**src/rtl/timer_pkg.sv**
```systemverilog
// Shared constants and carrier types for the dual counter/timer block.
// Assumes a single 125 MHz clock domain and an AXI4-Lite register master.
package timer_pkg;
  localparam int ADDR_W = 8;
  localparam logic [7:0] ZERO_LOW_OFS = 8'h00;
  localparam logic [7:0] ZERO_HIGH_OFS = 8'h04;
  localparam logic [7:0] ONE_LOW_OFS = 8'h08;
  localparam logic [7:0] ONE_HIGH_OFS = 8'h0C;
  localparam logic [7:0] CONTROL_OFS = 8'h10;
  localparam logic [7:0] MODE_OFS = 8'h14;
  localparam logic [7:0] CLOCK_OFS = 8'h18;
  localparam logic [7:0] IRQ_EN_OFS = 8'h1C;
  localparam logic [7:0] EXT_CFG_OFS = 8'h20;
  localparam int ONE_FLAG_BIT = 7;
  localparam int ONE_RUN_BIT = 6;
  localparam int ZERO_FLAG_BIT = 5;
  localparam int ZERO_RUN_BIT = 4;
  localparam int ONE_GATE_BIT = 7;
  localparam int ONE_CT_BIT = 6;
  localparam int ONE_MODE_LSB = 4;
  localparam int ZERO_GATE_BIT = 3;
  localparam int ZERO_CT_BIT = 2;
  localparam int ZERO_MODE_LSB = 0;
  localparam int ONE_SYS_BIT = 3;
  localparam int ZERO_SYS_BIT = 2;
  localparam int PRESCALE_LSB = 0;
  localparam int ZERO_IE_BIT = 1;
  localparam int ONE_IE_BIT = 3;
  localparam int ZERO_POL_BIT = 3;
  localparam int ONE_POL_BIT = 7;
  localparam logic [7:0] REG_RESET = 8'h00;
  localparam logic [5:0] DIV_BY_12 = 6'h0C;
  localparam logic [5:0] DIV_BY_4 = 6'h04;
  localparam logic [5:0] DIV_BY_48 = 6'h30;
  localparam logic [5:0] EXT_DIV = 6'h08;
  localparam logic [1:0] RESP_OKAY = 2'h0;
  localparam logic [1:0] RESP_SLVERR = 2'h2;

  typedef enum logic [1:0] {
    MODE_13BIT = 2'h0,
    MODE_16BIT = 2'h1,
    MODE_RELOAD = 2'h2,
    MODE_SPLIT = 2'h3
  } timer_mode_e;

  typedef enum logic [1:0] {
    PRE_DIV12 = 2'h0,
    PRE_DIV4 = 2'h1,
    PRE_DIV48 = 2'h2,
    PRE_EXT8 = 2'h3
  } prescale_e;

  typedef enum logic {WR_COLLECT = 1'b0, WR_RESP = 1'b1} wr_state_e;
  typedef enum logic {RD_IDLE = 1'b0, RD_DATA = 1'b1} rd_state_e;

  typedef struct packed {
    logic awvalid;
    logic [ADDR_W-1:0] awaddr;
    logic wvalid;
    logic [31:0] wdata;
    logic [3:0] wstrb;
    logic bready;
    logic arvalid;
    logic [ADDR_W-1:0] araddr;
    logic rready;
  } axil_req_s;

  typedef struct packed {
    logic awready;
    logic wready;
    logic bvalid;
    logic [1:0] bresp;
    logic arready;
    logic rvalid;
    logic [31:0] rdata;
    logic [1:0] rresp;
  } axil_rsp_s;

  typedef struct packed {
    logic [7:0] high;
    logic [7:0] low;
  } count_s;
endpackage

```
**src/rtl/dual_counter_timer.sv**
```systemverilog
// Two legacy counter/timers with four modes each, behind an AXI4-Lite slave.
// Assumes one clock; gate inputs are synchronous, count pins are not.
`timescale 1ns/1ps
module dual_counter_timer (
  input wire logic clk, // System clock, 125 MHz.
  input wire logic rst_n, // Asynchronous reset, active low.
  input wire timer_pkg::axil_req_s axiReq, // AXI4-Lite master signals.
  output timer_pkg::axil_rsp_s axiRsp, // AXI4-Lite slave signals.
  input wire logic zeroCountPin, // External count pin, timer zero.
  input wire logic oneCountPin, // External count pin, timer one.
  input wire logic extClkPin, // External prescaler clock.
  input wire logic zeroGateInput, // Gate input, timer zero.
  input wire logic oneGateInput, // Gate input, timer one.
  input wire logic zeroVectorAck, // Pulse: vectoring to timer zero routine.
  input wire logic oneVectorAck, // Pulse: vectoring to timer one routine.
  output logic zeroIrq, // Timer zero interrupt request.
  output logic oneIrq, // Timer one interrupt request.
  output logic oneOverflowEvent // Pulse: timer one overflow for peripherals.
);
  typedef struct packed {
    timer_pkg::count_s zero;
    timer_pkg::count_s one;
    logic [7:0] control;
    logic [7:0] mode;
    logic [7:0] clock;
    logic [7:0] irqEn;
    logic [7:0] extCfg;
    timer_pkg::axil_rsp_s rsp;
    logic [7:0] awAddr;
    logic [7:0] wData;
    logic wStrb0;
    logic awGot;
    logic wGot;
    timer_pkg::wr_state_e wrState;
    timer_pkg::rd_state_e rdState;
    logic zeroIrq;
    logic oneIrq;
    logic oneOvf;
  } main_state_s;

  main_state_s s_reg;
  main_state_s s_next;
  logic preTick;
  logic zeroFall;
  logic oneFall;
  logic zeroFire;
  logic oneFire;
  logic highFire;
  logic doWrite;
  logic zeroOvf;
  logic highOvf;
  timer_pkg::timer_mode_e zeroMode;
  timer_pkg::timer_mode_e oneMode;

  clock_ticks ticks (
    .clk(clk),
    .rst_n(rst_n),
    .prescaleSel(timer_pkg::prescale_e'(s_reg.clock[timer_pkg::PRESCALE_LSB +: 2])),
    .extClkPin(extClkPin),
    .zeroCountPin(zeroCountPin),
    .oneCountPin(oneCountPin),
    .prescaleTick(preTick),
    .zeroPinFall(zeroFall),
    .onePinFall(oneFall)
  );

  function automatic logic timerTick(logic ct, logic sys, logic pinFall, logic pre);
    timerTick = ct ? pinFall : (sys | pre);
  endfunction

  function automatic logic gateOk(logic run, logic gate, logic gateIn, logic pol);
    gateOk = run & (~gate | (gateIn == pol));
  endfunction

  // Returns overflow and the advanced count for the given mode.
  function automatic logic [16:0] advance(timer_pkg::timer_mode_e m, timer_pkg::count_s c);
    logic [13:0] c13;
    logic [16:0] c16;
    c13 = {1'b0, c.high, c.low[4:0]} + 14'h0001;
    c16 = {1'b0, c} + 17'h00001;
    case (m)
      timer_pkg::MODE_13BIT: advance = {c13[13], c13[12:5], c.low[7:5], c13[4:0]};
      timer_pkg::MODE_16BIT: advance = c16;
      timer_pkg::MODE_RELOAD:
      begin
        if (&c.low)
        begin
          advance = {1'b1, c.high, c.high};
        end
        else
        begin
          advance = {1'b0, c.high, c.low + 8'h01};
        end
      end
      default: advance = {&c.low, c.high, c.low + 8'h01};
    endcase
  endfunction

  function automatic logic [8:0] readReg(main_state_s st, logic [7:0] addr);
    case (addr)
      timer_pkg::ZERO_LOW_OFS: readReg = {1'b1, st.zero.low};
      timer_pkg::ZERO_HIGH_OFS: readReg = {1'b1, st.zero.high};
      timer_pkg::ONE_LOW_OFS: readReg = {1'b1, st.one.low};
      timer_pkg::ONE_HIGH_OFS: readReg = {1'b1, st.one.high};
      timer_pkg::CONTROL_OFS: readReg = {1'b1, st.control};
      timer_pkg::MODE_OFS: readReg = {1'b1, st.mode};
      timer_pkg::CLOCK_OFS: readReg = {1'b1, st.clock};
      timer_pkg::IRQ_EN_OFS: readReg = {1'b1, st.irqEn};
      timer_pkg::EXT_CFG_OFS: readReg = {1'b1, st.extCfg};
      default: readReg = {1'b0, 8'h00};
    endcase
  endfunction

  always_comb
  begin
    logic [16:0] zeroAdv;
    logic [16:0] oneAdv;
    logic [8:0] rd;
    logic [8:0] wr;
    logic split;
    logic oneRun;
    wr = readReg(s_reg, s_reg.awAddr);
    rd = readReg(s_reg, axiReq.araddr);
    zeroMode = timer_pkg::timer_mode_e'(s_reg.mode[timer_pkg::ZERO_MODE_LSB +: 2]);
    oneMode = timer_pkg::timer_mode_e'(s_reg.mode[timer_pkg::ONE_MODE_LSB +: 2]);
    zeroAdv = advance(zeroMode, s_reg.zero);
    oneAdv = advance(oneMode, s_reg.one);
    split = zeroMode == timer_pkg::MODE_SPLIT;
    s_next = s_reg;
    zeroFire = gateOk(s_reg.control[timer_pkg::ZERO_RUN_BIT],
                      s_reg.mode[timer_pkg::ZERO_GATE_BIT], zeroGateInput,
                      s_reg.extCfg[timer_pkg::ZERO_POL_BIT])
      & timerTick(s_reg.mode[timer_pkg::ZERO_CT_BIT], s_reg.clock[timer_pkg::ZERO_SYS_BIT],
                  zeroFall, preTick);
    oneRun = gateOk(s_reg.control[timer_pkg::ONE_RUN_BIT],
                    s_reg.mode[timer_pkg::ONE_GATE_BIT], oneGateInput,
                    s_reg.extCfg[timer_pkg::ONE_POL_BIT]);
    if (split)
    begin
      oneFire = timerTick(1'b0, s_reg.clock[timer_pkg::ONE_SYS_BIT], 1'b0, preTick);
    end
    else
    begin
      oneFire = oneRun & timerTick(s_reg.mode[timer_pkg::ONE_CT_BIT],
                                   s_reg.clock[timer_pkg::ONE_SYS_BIT], oneFall, preTick);
    end
    oneFire = oneFire & (oneMode != timer_pkg::MODE_SPLIT);
    highFire = split & s_reg.control[timer_pkg::ONE_RUN_BIT]
      & timerTick(1'b0, s_reg.clock[timer_pkg::ZERO_SYS_BIT], 1'b0, preTick);
    zeroOvf = zeroFire & zeroAdv[16];
    highOvf = highFire & (&s_reg.zero.high);
    if (zeroFire)
    begin
      s_next.zero = zeroAdv[15:0];
    end
    if (highFire)
    begin
      s_next.zero.high = s_reg.zero.high + 8'h01;
    end
    if (oneFire)
    begin
      s_next.one = oneAdv[15:0];
    end
    s_next.oneOvf = oneFire & oneAdv[16];

    // Write channel: address and data are taken in either order.
    if (axiReq.awvalid && s_reg.rsp.awready)
    begin
      s_next.awAddr = axiReq.awaddr;
      s_next.awGot = 1'b1;
      s_next.rsp.awready = 1'b0;
    end
    if (axiReq.wvalid && s_reg.rsp.wready)
    begin
      s_next.wData = axiReq.wdata[7:0];
      s_next.wStrb0 = axiReq.wstrb[0];
      s_next.wGot = 1'b1;
      s_next.rsp.wready = 1'b0;
    end
    doWrite = 1'b0;
    case (s_reg.wrState)
      timer_pkg::WR_COLLECT:
      begin
        if (s_reg.awGot && s_reg.wGot)
        begin
          doWrite = 1'b1;
          s_next.awGot = 1'b0;
          s_next.wGot = 1'b0;
          s_next.rsp.bvalid = 1'b1;
          s_next.rsp.bresp = wr[8] ? timer_pkg::RESP_OKAY : timer_pkg::RESP_SLVERR;
          s_next.wrState = timer_pkg::WR_RESP;
        end
      end
      timer_pkg::WR_RESP:
      begin
        if (axiReq.bready)
        begin
          s_next.rsp.bvalid = 1'b0;
          s_next.rsp.awready = 1'b1;
          s_next.rsp.wready = 1'b1;
          s_next.wrState = timer_pkg::WR_COLLECT;
        end
      end
      default: s_next.wrState = timer_pkg::WR_COLLECT;
    endcase
    // A byte write overrides a count step in the same cycle; run never clears the count.
    if (doWrite && s_reg.wStrb0)
    begin
      case (s_reg.awAddr)
        timer_pkg::ZERO_LOW_OFS: s_next.zero.low = s_reg.wData;
        timer_pkg::ZERO_HIGH_OFS: s_next.zero.high = s_reg.wData;
        timer_pkg::ONE_LOW_OFS: s_next.one.low = s_reg.wData;
        timer_pkg::ONE_HIGH_OFS: s_next.one.high = s_reg.wData;
        timer_pkg::CONTROL_OFS: s_next.control = s_reg.wData;
        timer_pkg::MODE_OFS: s_next.mode = s_reg.wData;
        timer_pkg::CLOCK_OFS: s_next.clock = s_reg.wData;
        timer_pkg::IRQ_EN_OFS: s_next.irqEn = s_reg.wData;
        timer_pkg::EXT_CFG_OFS: s_next.extCfg = s_reg.wData;
        default: s_next.control = s_next.control;
      endcase
    end
    if (zeroVectorAck)
    begin
      s_next.control[timer_pkg::ZERO_FLAG_BIT] = 1'b0;
    end
    if (oneVectorAck)
    begin
      s_next.control[timer_pkg::ONE_FLAG_BIT] = 1'b0;
    end
    // Hardware sets come last so an overflow beats a clear in the same cycle.
    if (zeroOvf)
    begin
      s_next.control[timer_pkg::ZERO_FLAG_BIT] = 1'b1;
    end
    if (split ? highOvf : s_next.oneOvf)
    begin
      s_next.control[timer_pkg::ONE_FLAG_BIT] = 1'b1;
    end
    s_next.zeroIrq = s_next.control[timer_pkg::ZERO_FLAG_BIT]
      & s_next.irqEn[timer_pkg::ZERO_IE_BIT];
    s_next.oneIrq = s_next.control[timer_pkg::ONE_FLAG_BIT]
      & s_next.irqEn[timer_pkg::ONE_IE_BIT];

    // Read channel.
    case (s_reg.rdState)
      timer_pkg::RD_IDLE:
      begin
        if (axiReq.arvalid)
        begin
          s_next.rsp.rvalid = 1'b1;
          s_next.rsp.arready = 1'b0;
          s_next.rsp.rdata = {24'h000000, rd[7:0]};
          s_next.rsp.rresp = rd[8] ? timer_pkg::RESP_OKAY : timer_pkg::RESP_SLVERR;
          s_next.rdState = timer_pkg::RD_DATA;
        end
      end
      timer_pkg::RD_DATA:
      begin
        if (axiReq.rready)
        begin
          s_next.rsp.rvalid = 1'b0;
          s_next.rsp.arready = 1'b1;
          s_next.rdState = timer_pkg::RD_IDLE;
        end
      end
      default: s_next.rdState = timer_pkg::RD_IDLE;
    endcase
  end

  always_ff @(posedge clk or negedge rst_n)
  begin
    if (!rst_n)
    begin
      s_reg <= '0;
      s_reg.rsp.awready <= 1'b1;
      s_reg.rsp.wready <= 1'b1;
      s_reg.rsp.arready <= 1'b1;
    end
    else
    begin
      s_reg <= s_next;
    end
  end

  assign axiRsp = s_reg.rsp;
  assign zeroIrq = s_reg.zeroIrq;
  assign oneIrq = s_reg.oneIrq;
  assign oneOverflowEvent = s_reg.oneOvf;
endmodule

```
**src/rtl/clock_ticks.sv**
```systemverilog
// Prescaler and count-pin edge detection for the dual counter/timer.
// Assumes count pins and the external clock are asynchronous levels.
`timescale 1ns/1ps
module clock_ticks (
  input wire logic clk, // System clock.
  input wire logic rst_n, // Asynchronous reset, active low.
  input wire timer_pkg::prescale_e prescaleSel, // Shared prescale field.
  input wire logic extClkPin, // External clock for the divide-by-8 choice.
  input wire logic zeroCountPin, // External count pin of timer zero.
  input wire logic oneCountPin, // External count pin of timer one.
  output logic prescaleTick, // One-cycle prescaled tick.
  output logic zeroPinFall, // One-cycle falling edge on timer zero pin.
  output logic onePinFall // One-cycle falling edge on timer one pin.
);
  typedef struct packed {
    logic [5:0] preCnt;
    logic [2:0] extSync;
    logic [2:0] zeroSync;
    logic [2:0] oneSync;
    logic tick;
    logic zeroFall;
    logic oneFall;
  } tick_state_s;

  tick_state_s s_reg;
  tick_state_s s_next;

  function automatic logic [5:0] divisor(timer_pkg::prescale_e sel);
    case (sel)
      timer_pkg::PRE_DIV12: divisor = timer_pkg::DIV_BY_12;
      timer_pkg::PRE_DIV4: divisor = timer_pkg::DIV_BY_4;
      timer_pkg::PRE_DIV48: divisor = timer_pkg::DIV_BY_48;
      default: divisor = timer_pkg::EXT_DIV;
    endcase
  endfunction

  always_comb
  begin
    logic srcEdge;
    srcEdge = 1'b1;
    s_next = s_reg;
    // Bit 0 is the first synchroniser stage; only bit 1 reads it.
    s_next.extSync = {s_reg.extSync[1:0], extClkPin};
    s_next.zeroSync = {s_reg.zeroSync[1:0], zeroCountPin};
    s_next.oneSync = {s_reg.oneSync[1:0], oneCountPin};
    if (prescaleSel == timer_pkg::PRE_EXT8)
    begin
      srcEdge = s_reg.extSync[1] & ~s_reg.extSync[2];
    end
    s_next.tick = 1'b0;
    if (srcEdge)
    begin
      if (s_reg.preCnt >= divisor(prescaleSel) - 6'h01)
      begin
        s_next.preCnt = 6'h00;
        s_next.tick = 1'b1;
      end
      else
      begin
        s_next.preCnt = s_reg.preCnt + 6'h01;
      end
    end
    s_next.zeroFall = ~s_reg.zeroSync[1] & s_reg.zeroSync[2];
    s_next.oneFall = ~s_reg.oneSync[1] & s_reg.oneSync[2];
  end

  always_ff @(posedge clk or negedge rst_n)
  begin
    if (!rst_n)
    begin
      s_reg <= '0;
    end
    else
    begin
      s_reg <= s_next;
    end
  end

  assign prescaleTick = s_reg.tick;
  assign zeroPinFall = s_reg.zeroFall;
  assign onePinFall = s_reg.oneFall;
endmodule

```
**config.mk**
```make
export PLATFORM = sky130hd
export DESIGN_NAME = dual_counter_timer
export DESIGN_NICKNAME = d
export VERILOG_FILES = /design/src/rtl/timer_pkg.sv /design/src/rtl/dual_counter_timer.sv /design/src/rtl/clock_ticks.sv
export SDC_FILE = /design/constraint.sdc
export NUM_CORES = 1
export LEC_CHECK = 0
export BUFFER_PORTS_ARGS = -buffer_cell sky130_fd_sc_hd__buf_4
export CAP_MARGIN = 20
export CORE_UTILIZATION = 62
export DETAILED_ROUTE_END_ITERATION = 8
export GPL_TIMING_DRIVEN = 0
export PLACE_DENSITY = 0.85
export SLEW_MARGIN = 20
export SYNTH_ARGS = -nofsm -noshare
export SYNTH_HDL_FRONTEND = slang
export SYNTH_HIERARCHICAL = 1
export SYNTH_SLANG_ARGS = --single-unit
```
**constraint.sdc**
```tcl
create_clock -name clk -period 4.05 [get_ports clk]
set_input_delay 0.6075 -clock clk [delete_from_list [all_inputs] [get_ports clk]]
set_output_delay 0.6075 -clock clk [all_outputs]
set_load 0.01 [all_outputs]
```
==> results.md, run 1 <==
- Initial antenna violation count: 0
- Post-synth EDFFs: 0
- Largest stage delay, worst path: 0.83 ns
- Final-report max-slew violation count: 0
- Final setup violation count: 0
- Die Height: about 110 um
- Top Usage Layer GRT: met2
- CP max FO: 10
- R2R depth: 7
- Util after Layout: 75.3%
- Share of cells above drive strength 1: 24.8%
- Detail Route Antenna Nets: 0
- Fin crit share: 71.2%
- RSZ-0062 raised after global routing: false
- Synth Register Bits: 129
- Die width: 111 um
- Via density: 6.27
- Hold Buf Count CTS: 0
- IO Count: 110
- CTS resizes: 0
- P_leak: 3.88 nW
- Maxcap violations: 0
- CP endpoint kind: register
- Commonest non-fill, non-tap cells in the layout: 126 x dfrtp_1, 95 x buf_4, 73 x nand2_1
- Clk pin slew, worst setup/hold paths: 0.06 ns
- GR Util met2: 53.5%
- Worst clock skew: 0.00944 ns
- Die Area: 12200 um^2
- Placed cells: 969
- Commonest non-fill, non-tap cell in the layout: dfrtp_1
- Seq/Total Area, Yosys: 44.2%
- Worst Path Required: about 4.4 ns
- Cell count after synthesis: 745
- Via count: 6276
- Status: completed
- DRC errors left: 0
- CP startpoint kind: register
- Post-CTS Setup Repair Bufs: 0
- Distinct cells, synth: 75
- Initial core utilization: 63.7%
- Setup TNS: 0 ns
- Relative slew slack: 29.7%
- Synth Flop Type: dfrtp_1
- Worst vdd ir: 0.446 mV
- Clk Latency, worst-skew pair: about 0.43 ns
- GRT met3 Usage: 9.55%
- Global-route wire length before repair: 32.1 mm
- Pin count of the biggest net entering global routing: 81
- Worst R2R Setup Slack: 1.17 ns
- Crit Path Class: reg -> reg
- Highest Clock Rate: 347 MHz
- Vias in the first global route: 6039
- Final WS setup: roughly 1.2 ns
- Area growth, synth to finish: 18.2%
- Total CTS buffers: 17
- Grt met1 use: 44.3%
- HP Class: in -> async
- Drt first pass iters: 7
- Gr ovfl total: 0
- Drt first-iter violations: 566
- H-tree depth: 4
- Pre-CTS WS: 1.29 ns
- Total power divided by cell area: 524 nW/um^2
- Ant diodes: 0
- Site Rows: 39
- CTS Root Cell: clkbuf_16
- Reg2reg end: s_reg[123]$_DFF_PN0_
- Syn_area_per_cell: around 9.8 um^2
- Core area: approximately 11000 um^2
- HPWL Detailed: 13.9 mm
- Most common cell on crit path: buf_2
- NumNets Final: 919
- Critical path data arrival time: 3.21 ns
- PortBufs: 55
- Crit path max-delay cell type: nor3_1
- Ys async rst share: 100%
- Final-report hold violation count: 0
- RR Startpoint: s_reg[20]$_DFFE_PN0P_
- Max reg flops: 91
- Cell area after synthesis: 7310 um^2
- Minimum clock period: 2.88 ns
- Routed WL: 20.1 mm
- Routed len/inst: 20.1 um
- Filler Cell Count: 806
- Final cell count without fillers: 1001
- Slew of the pin with the lowest slew margin: 1.05 ns
- Deepest clock path buffer count: 2
- Yosys synthesis warning count: 6
- Routability cong.: 0.948
- Clock sinks: between 100 and 150
- TritonCTS clock tree: built
- GRT Overall Usage: between 30 and 40%
- CP cell instances: buf_2 -> nor2_1 -> or4b_2 -> nor3_1 -> buf_2 -> nand2_1 -> o31ai_1
[layer usage]
metal  part of all wire, %  vias to the layer above
met5                     0                        -
met4                   3.2                        0
met3                   8.7                       51
met1                    41                     3029
met2                    47                      348
li1                      -                     2848
[cells in the mapped netlist (all sizes together), types with 5 or more instances]
| library cell | number | area (um^2) |
|---|---|---|
| nor2b | 9 | 56.3 |
| a21oi | 31 | 166 |
| mux2 | 56 | 631 |
| nand3b | 5 | 50.1 |
| xnor2 | 5 | 43.8 |
| nand2 | 73 | 274 |
| xor2 | 5 | 43.8 |
| dfrtp | 126 | 3150 |
| and3 | 11 | 68.8 |
| o31ai | 13 | 97.6 |
| clkbuf | 27 | 101 |
| o21a | 5 | 37.5 |
| and2 | 6 | 40.0 |
| o22ai | 8 | 50.1 |
| mux2i | 18 | 180 |
| a22o | 6 | 52.6 |
| nand3 | 22 | 110 |
| nor3b | 7 | 63.8 |
| o21ai | 49 | 245 |
| nor3 | 19 | 105 |
| nor2 | 45 | 171 |
| a22oi | 8 | 60.1 |
| buf | 49 | 352 |
| nor4 | 7 | 65.1 |
| inv | 22 | 82.6 |
| nand2b | 6 | 37.5 |
| nand4 | 6 | 37.5 |
| a21o | 6 | 45.0 |
| a31oi | 17 | 106 |
| ha | 8 | 100 |
[report_power, final]
part / leakage [nW] / total [W] / internal [W] / switching (W)
clock: 0.301 / 0.00159 / 0.00100 / 0.000588
sequential: 1.58 / 0.00173 / 0.00151 / 0.000222
combinational: 2.00 / 0.00120 / 0.000493 / 0.000708
total: 3.88 / 0.00452 / 0.00301 / 0.00152
[worst max-delay path, delay by kind of cell (launching register included)]
family,cells,cell delay [ns]
AO/OA/AOI/OAI,1,0.09
flip-flops,1,0.37
AND/OR/NAND/NOR,4,1.78
buffers and inverters,2,0.55
[layout make-up]
type,count,area (um^2),area share [%]
flip-flops and latches,129,3230,37.4
plain buffers,76,453,5.24
inverters,22,82.6,0.956
clock buffers,20,457,5.29
well taps,143,179,2.07
clock inverters,12,156,1.81
repair buffers,56,444,5.14
multi-input cells,543,3630,42.1
[worst max path at each step]
stage | from | to | slack [ns] | cells after the start
final | s_reg[20]$_DFFE_PN0P_ | s_reg[123]$_DFF_PN0_ | 1.17 | 7
after global routing | s_reg[20]$_DFFE_PN0P_ | s_reg[123]$_DFF_PN0_ | 1.03 | 7
after CTS | s_reg[20]$_DFFE_PN0P_ | s_reg[123]$_DFF_PN0_ | 1.24 | 7
after detailed placement | s_reg[20]$_DFFE_PN0P_ | s_reg[127]$_DFF_PN0_ | 1.29 | 7
after global placement | s_reg[20]$_DFFE_PN0P_ | s_reg[123]$_DFF_PN0_ | 1.32 | 7
after floorplan | axiReq[8] | axiRsp[2]$_DFFE_PN0P_ | 1.82 | 6
[through the flow]
step	hold slack (ns)	total power, W	instance area (um^2)
CTS	0.143	0.00450	8640
global placement	0.335	0.00284	7990
detailed placement	0.336	0.00290	8030
global route	0.163	0.00470	8640
finish	0.138	0.00452	8640
floorplan	0.312	0.00248	7400
[cells by family after synthesis]
family                     synth area share [%]
and+or+nand+nor                            17.4
DFF                                        44.2
adders and majority gates                  1.37
xor gates and xnor gates                   1.20
muxes                                      11.7
AOI/OAI and AO/OA                          16.6
other                                     0.103
buffers and inverters                      7.33
No activity file was read; power rests on OpenSTA's default activity.
==> inputs of run 2 (changes only) <==
- CORE_UTILIZATION: 62 -> 52
- PLACE_DENSITY: 0.85 -> 0.76
- clock period: 4.05 -> 2.5 ns (I/O delays scaled with it)
==> run 2 against run 1 <==
  * Critical path depth down 2
  * Maximum frequency up 20%
  * Clock power up 62%
  * Clock skew down 0.0039 ns
  * Sequential share of layout area down 0.41 points
  * Critical endpoint is now s_reg[87]$_DFFE_PN0P_
  * Largest cell class unchanged
==> results.md, run 2 (synthesis results as in run 1) <==
- Hold path startpoint: oneCountPin
- Fin crit share: 96.4%
- NumNets Final: roughly 900
- Relative slew slack: 31.7%
- HP Class: in -> reg
- Core area: 13500 um^2
- Util after Layout: approximately 65%
- GRT Overall Usage: 28.8%
- Deepest clock path buffer count: 2
- Routability cong.: 0.910
- Slew of the pin with the lowest slew margin: 1.02 ns
- DRC errors left: 0
- Via count: 6216
- Minimum clock period: 2.41 ns
- Gr ovfl total: 0
- Setup TNS: 0 ns
- Drt first-iter violations: 462
- Part of the power in registers: 38.2%
- Clock sinks: 129
- Detail Route Antenna Nets: 0
- Drt first pass iters: 5
- CP endpoint kind: register
- Worst clock skew: 0.00558 ns
- Switching Fraction: around 33%
- Worst hold margin: around 0.062 ns
- Critical path data arrival time: 2.71 ns
- CP startpoint kind: register
- Psw: 0.00239 W
- Crit path max-delay cell type: nor3b_4
- CTS Root Cell: clkbuf_16
- Internal: approximately 0.0049 W
- Placed cells: 1002
- Post-CTS Setup Repair Bufs: 0
- Die Height: 121 um
- Commonest non-fill, non-tap cell in the layout: dfrtp_1
- Final-report hold violation count: 0
- Filler Cell Count: 1083
- Clock group share of total power: 35.3%
- Final setup violation count: 0
- Commonest non-fill, non-tap cells in the layout: 126 x dfrtp_1, 95 x buf_4, 72 x nand2_1
- HPWL Detailed: between 10 and 15 mm
- PortBufs: 55
- RR Startpoint: s_reg[23]$_DFFE_PN0P_
- Final-report max-slew violation count: 0
- Max reg flops: 91
- Worst Path Required: 2.80 ns
- Vias in the first global route: 6044
- Die width: 121 um
- Total power divided by cell area: 837 nW/um^2
- Initial core utilization: 54.3%
- Total CTS buffers: 17
- H-tree depth: 4
- WP buf/inv: 0
- Largest stage delay, worst path: about 0.49 ns
- Final cell count without fillers: 1035
- Clk pin slew, worst setup/hold paths: 0.06 ns
- Crit path max-delay family: simple AND/OR/NAND/NOR gates
- Pin count of the biggest net entering global routing: 78
- Clk Latency, worst-skew pair: 0.42 ns
- Worst vdd ir: ~0.56 mV
- Maxcap violations: 0
- Global-route wire length before repair: 31.9 mm
- RSZ-0062 raised after global routing: false
- Area growth, synth to finish: 19.5%
- CP max FO: 8
- Comb power frac: 26.5%
- Routed WL: just under 20 mm
- Via density: 6.01
- Ant diodes: 0
- Highest Clock Rate: 415 MHz
- Crit path launch: s_reg[23]$_DFFE_PN0P_
- Share of cells above drive strength 1: between 20 and 30%
- Site Rows: 42
- Die Area: ~15000 um^2
- Crit Path Class: reg -> reg
- TritonCTS clock tree: built
- P_leak: 3.89 nW
- CP cell instances: or3b_4 -> nor3_2 -> nand2_1 -> nor3b_4 -> mux2_2
- Initial antenna violation count: 0
- Status: completed
- IO Count: 110
- Routed len/inst: 19.1 um
==> run 2: cell types whose count changed in the layout (fill, tap and decap cells not counted), sizes merged <==
cell,change
clkbuf,+4
clkinv,-4
clkinvlp,+2
inv,-2
dlygate4sd3,+1
==> run 2: power groups by stage <==
stage | registers (W) | logic, W | clock network (W)
2_1_floorplan | 0.00269 | 0.00133 | 0
3_3_place_gp | 0.00279 | 0.00181 | 0
3_5_place_dp | 0.00281 | 0.00188 | 0
4_1_cts | 0.00279 | 0.00191 | 0.00260
5_1_grt | 0.00283 | 0.00214 | 0.00270
6_report | 0.00280 | 0.00194 | 0.00258
==> run 2: what timing repair did <==
action / in CTS / in global routing
endpoints found under the setup margin: 8 / 16
endpoints found under the hold margin: 51 / 0
hold buffers: 1 / 0
resized for setup: 2 / 9
==> run 2: worst reg2reg max path, stage by stage, from the launching register on <==
cell and delay (ns):
dfrtp_1 0.40, or3b_4 0.42, nor3_2 0.35, nand2_1 0.23, nor3b_4 0.49, mux2_2 0.40
==> run 2: cell type report <==
| type | count | area, um^2 | area share [%] |
|---|---|---|---|
| repair buffers | 57 | 454 | 5.20 |
| clock buffers | 24 | 492 | 5.63 |
| clock inverters | 8 | 126 | 1.45 |
| well taps | 176 | 220 | 2.52 |
| plain buffers | 76 | 454 | 5.20 |
| multi-input cells | 543 | 3670 | 42.0 |
| inverters | 22 | 82.6 | 0.946 |
| flip-flops and latches | 129 | 3230 | 37.0 |
==> run 2: metal layers <==
layer / global-route usage (%) / part of all wire, %
met3: 6.32 / 8.2
met2: 45.3 / 46
met5: 0 / 0
met1: 37.9 / 42
met4: 13.6 / 3.3
==> run 2: path summary, 6_finish.rpt <==
| path | to | slack (ns) | cells past startpoint |
|---|---|---|---|
| max in group asynchronous | axiRsp[40]$_DFF_PN1_ | 1.23 | 3 |
| worst max register to register | s_reg[87]$_DFFE_PN0P_ | 0.09 | 5 |
| min in group asynchronous | s_reg[127]$_DFF_PN0_ | 0.49 | 2 |
| worst max-delay path | s_reg[87]$_DFFE_PN0P_ | 0.09 | 5 |
| worst min-delay path | ticks/s_next[4]$_DFF_PN0_ | 0.06 | 1 |
| worst min register to register | ticks/s_next[5]$_DFF_PN0_ | 0.35 | 0 |
==> run 2: metrics by stage <==
step	worst slack (ns)	total power [W]	instance area, um^2
global placement	-0.233	0.00460	8040
global route	0.00217	0.00767	8730
CTS	0.0900	0.00730	8710
finish	0.0893	0.00731	8730
detailed placement	-0.288	0.00470	8070
floorplan	0.369	0.00401	7400
==> inputs of run 3 (changes only) <==
- CORE_MARGIN: not set -> 2
- REMOVE_ABC_BUFFERS: not set -> 1
==> run 3 against run 2 <==
  * Core utilization down 4.7 points
  * Global-route usage down 1.9 points
  * Via count down 4.0%
  * Die area up 3.3%
  * Final area down 4.6%
  * Hold slack worse by 0.014 ns
  * Sequential share of layout area up 1.8 points
  * Setup slack worse by 0.053 ns
  * Final cell count down 6.4%
  * Maximum frequency down 2.1%
  * Routed wire length down 3.4%
  * Critical endpoint is now oneIrq$_DFF_PN0_
  * Highest routed layer unchanged
==> results.md, run 3 (synthesis results as in run 1) <==
- Gr ovfl total: 0
- Final WS setup: approximately 0.037 ns
- Status: completed
- Die Area: between 15000 and 20000 um^2
- Final-report hold violation count: 0
- Area growth, synth to finish: 14.0%
- Worst Path Required: 2.86 ns
- Site Rows: 43
- Critical path data arrival time: about 2.8 ns
- Clock sinks: roughly 130
- Routability cong.: 0.963
- Drt first pass iters: 5
- DRC errors left: 0
- CP cell instances: ha_1 -> nand4_1 -> nor3_1 -> o2111ai_1 -> a21oi_1 -> a221o_1 -> and2_1
- RR Startpoint: s_reg[105]$_DFF_PN0_
- Detail Route Antenna Nets: 0
- Deepest clock path buffer count: 2
- HP Class: in -> reg
- Largest stage delay, worst path: 0.46 ns
- Total CTS buffers: 17
- Minimum clock period: 2.46 ns
- Max reg flops: 91
- Worst clock skew: 0.00598 ns
- Routed WL: 19.1 mm
- Highest Clock Rate: 406 MHz
- Routed len/inst: between 15 and 20 um
- Die Height: approximately 120 um
- Via count: 5968
- Worst vdd ir: roughly 0.64 mV
- NumNets Final: 850
- Setup TNS: 0 ns
- Ant diodes: 0
- Crit path launch: s_reg[105]$_DFF_PN0_
- Hold path startpoint: zeroCountPin
- Final setup violation count: 0
- CP startpoint kind: register
- Commonest non-fill, non-tap cells in the layout: 125 x dfrtp_1, 72 x nand2_1, 59 x buf_4
- TritonCTS clock tree: built
- Vias in the first global route: 5674
- Fin crit share: 98.5%
- HPWL Detailed: 13.1 mm
- Global-route wire length before repair: 30.3 mm
- Die width: 123 um
- Initial antenna violation count: 0
- GRT Overall Usage: 26.9%
- Pin count of the biggest net entering global routing: 74
- H-tree depth: 4
- Final-report max-slew violation count: 0
- Maxcap violations: 0
- CP endpoint kind: register
- P_leak: 3.64 nW
- Clk pin slew, worst setup/hold paths: 0.06 ns
- Via density: slightly above 6
- Pre-CTS WS: -0.143 ns
- Crit path max-delay cell type: dfrtp_1
- Core area: 13800 um^2
- PortBufs: 56
- CTS Root Cell: clkbuf_16
- IO Count: 110
- Clk Latency, worst-skew pair: 0.43 ns
- Crit Path Class: reg -> reg
- Share of cells above drive strength 1: a little under a quarter
- Initial core utilization: 52.9%
- CP max FO: 6
- Commonest non-fill, non-tap cell in the layout: dfrtp_1
- Slew of the pin with the lowest slew margin: 0.954 ns
- Total power divided by cell area: around 860 nW/um^2
- Relative slew slack: 35.8%
- Drt first-iter violations: 605
- Util after Layout: 60.2%
[run 3: cell count changes in the layout (fill, tap and decap cells not counted), moves of 2 or more]
cell	before	now
buf_4	95	59
buf_2	5	0
buf_1	2	0
clkinv_4	1	4
clkbuf_1	29	0
[run 3: repair_timing]
action                                  in CTS  in global routing
hold buffers                                 1                  0
setup buffers                                0                  4
pin swaps                                    0                  2
endpoints found under the hold margin       55                  0
endpoints found under the setup margin       9                 19
resized for setup                            3                  4
[run 3: worst max-delay path, delay by kind of cell, from the launching register on]
kind	cells	cell delay [ns]
fa+ha+maj	1	0.27
compound gates	3	0.85
simple gates	3	0.80
flops	1	0.46
[run 3: path summary, 6_finish.rpt]
path | endpoint | slack (ns) | cells past startpoint
worst max register to register | oneIrq$_DFF_PN0_ | 0.04 | 7
max in group asynchronous | axiRsp[39]$_DFF_PN1_ | 1.23 | 3
worst min-delay path | ticks/s_next[7]$_DFF_PN0_ | 0.05 | 1
worst max-delay path | oneIrq$_DFF_PN0_ | 0.04 | 7
worst min register to register | ticks/s_next[8]$_DFF_PN0_ | 0.35 | 0
min in group asynchronous | s_reg[124]$_DFF_PN0_ | 0.49 | 2
[run 3: report_power, final]
part / leakage (nW) / internal (W) / total, W / switching [W]
Sequential: 1.58 / 0.00244 / 0.00312 / 0.000680
Combinational: 1.76 / 0.000703 / 0.00148 / 0.000780
Clock: 0.296 / 0.00158 / 0.00253 / 0.000955
[run 3: final cells by class]
class	count	area [um^2]
Clock buffer	21	480
Clock inverter	11	129
Inverter	22	82.6
Timing Repair Buffer	63	512
Fill cell	1155	5500
Multi-Input combinational cell	543	3670
Sequential cell	129	3230
Tap cell	180	225
[run 3: stage by stage]
step                cells  cell area (um^2)  total power, W  hold slack (ns)
floorplan             694              6950         0.00387           0.0794
global placement      930              7590         0.00445            0.332
detailed placement    932              7640         0.00457            0.340
CTS                   965              8270         0.00713           0.0360
global route          969              8330         0.00749           0.0294
finish                969              8330         0.00714           0.0485
[run 3: layer usage]
| metal | vias to the layer above | global-route usage [%] | wire, um |
|---|---|---|---|
| li1 | 2722 | - | - |
| met2 | 275 | 41.1 | 8830 |
| met1 | 2909 | 35.2 | 8060 |
| met3 | 62 | 8.36 | 1600 |
| met5 | - | 0 | 0 |
| met4 | 0 | 11.9 | 600 |
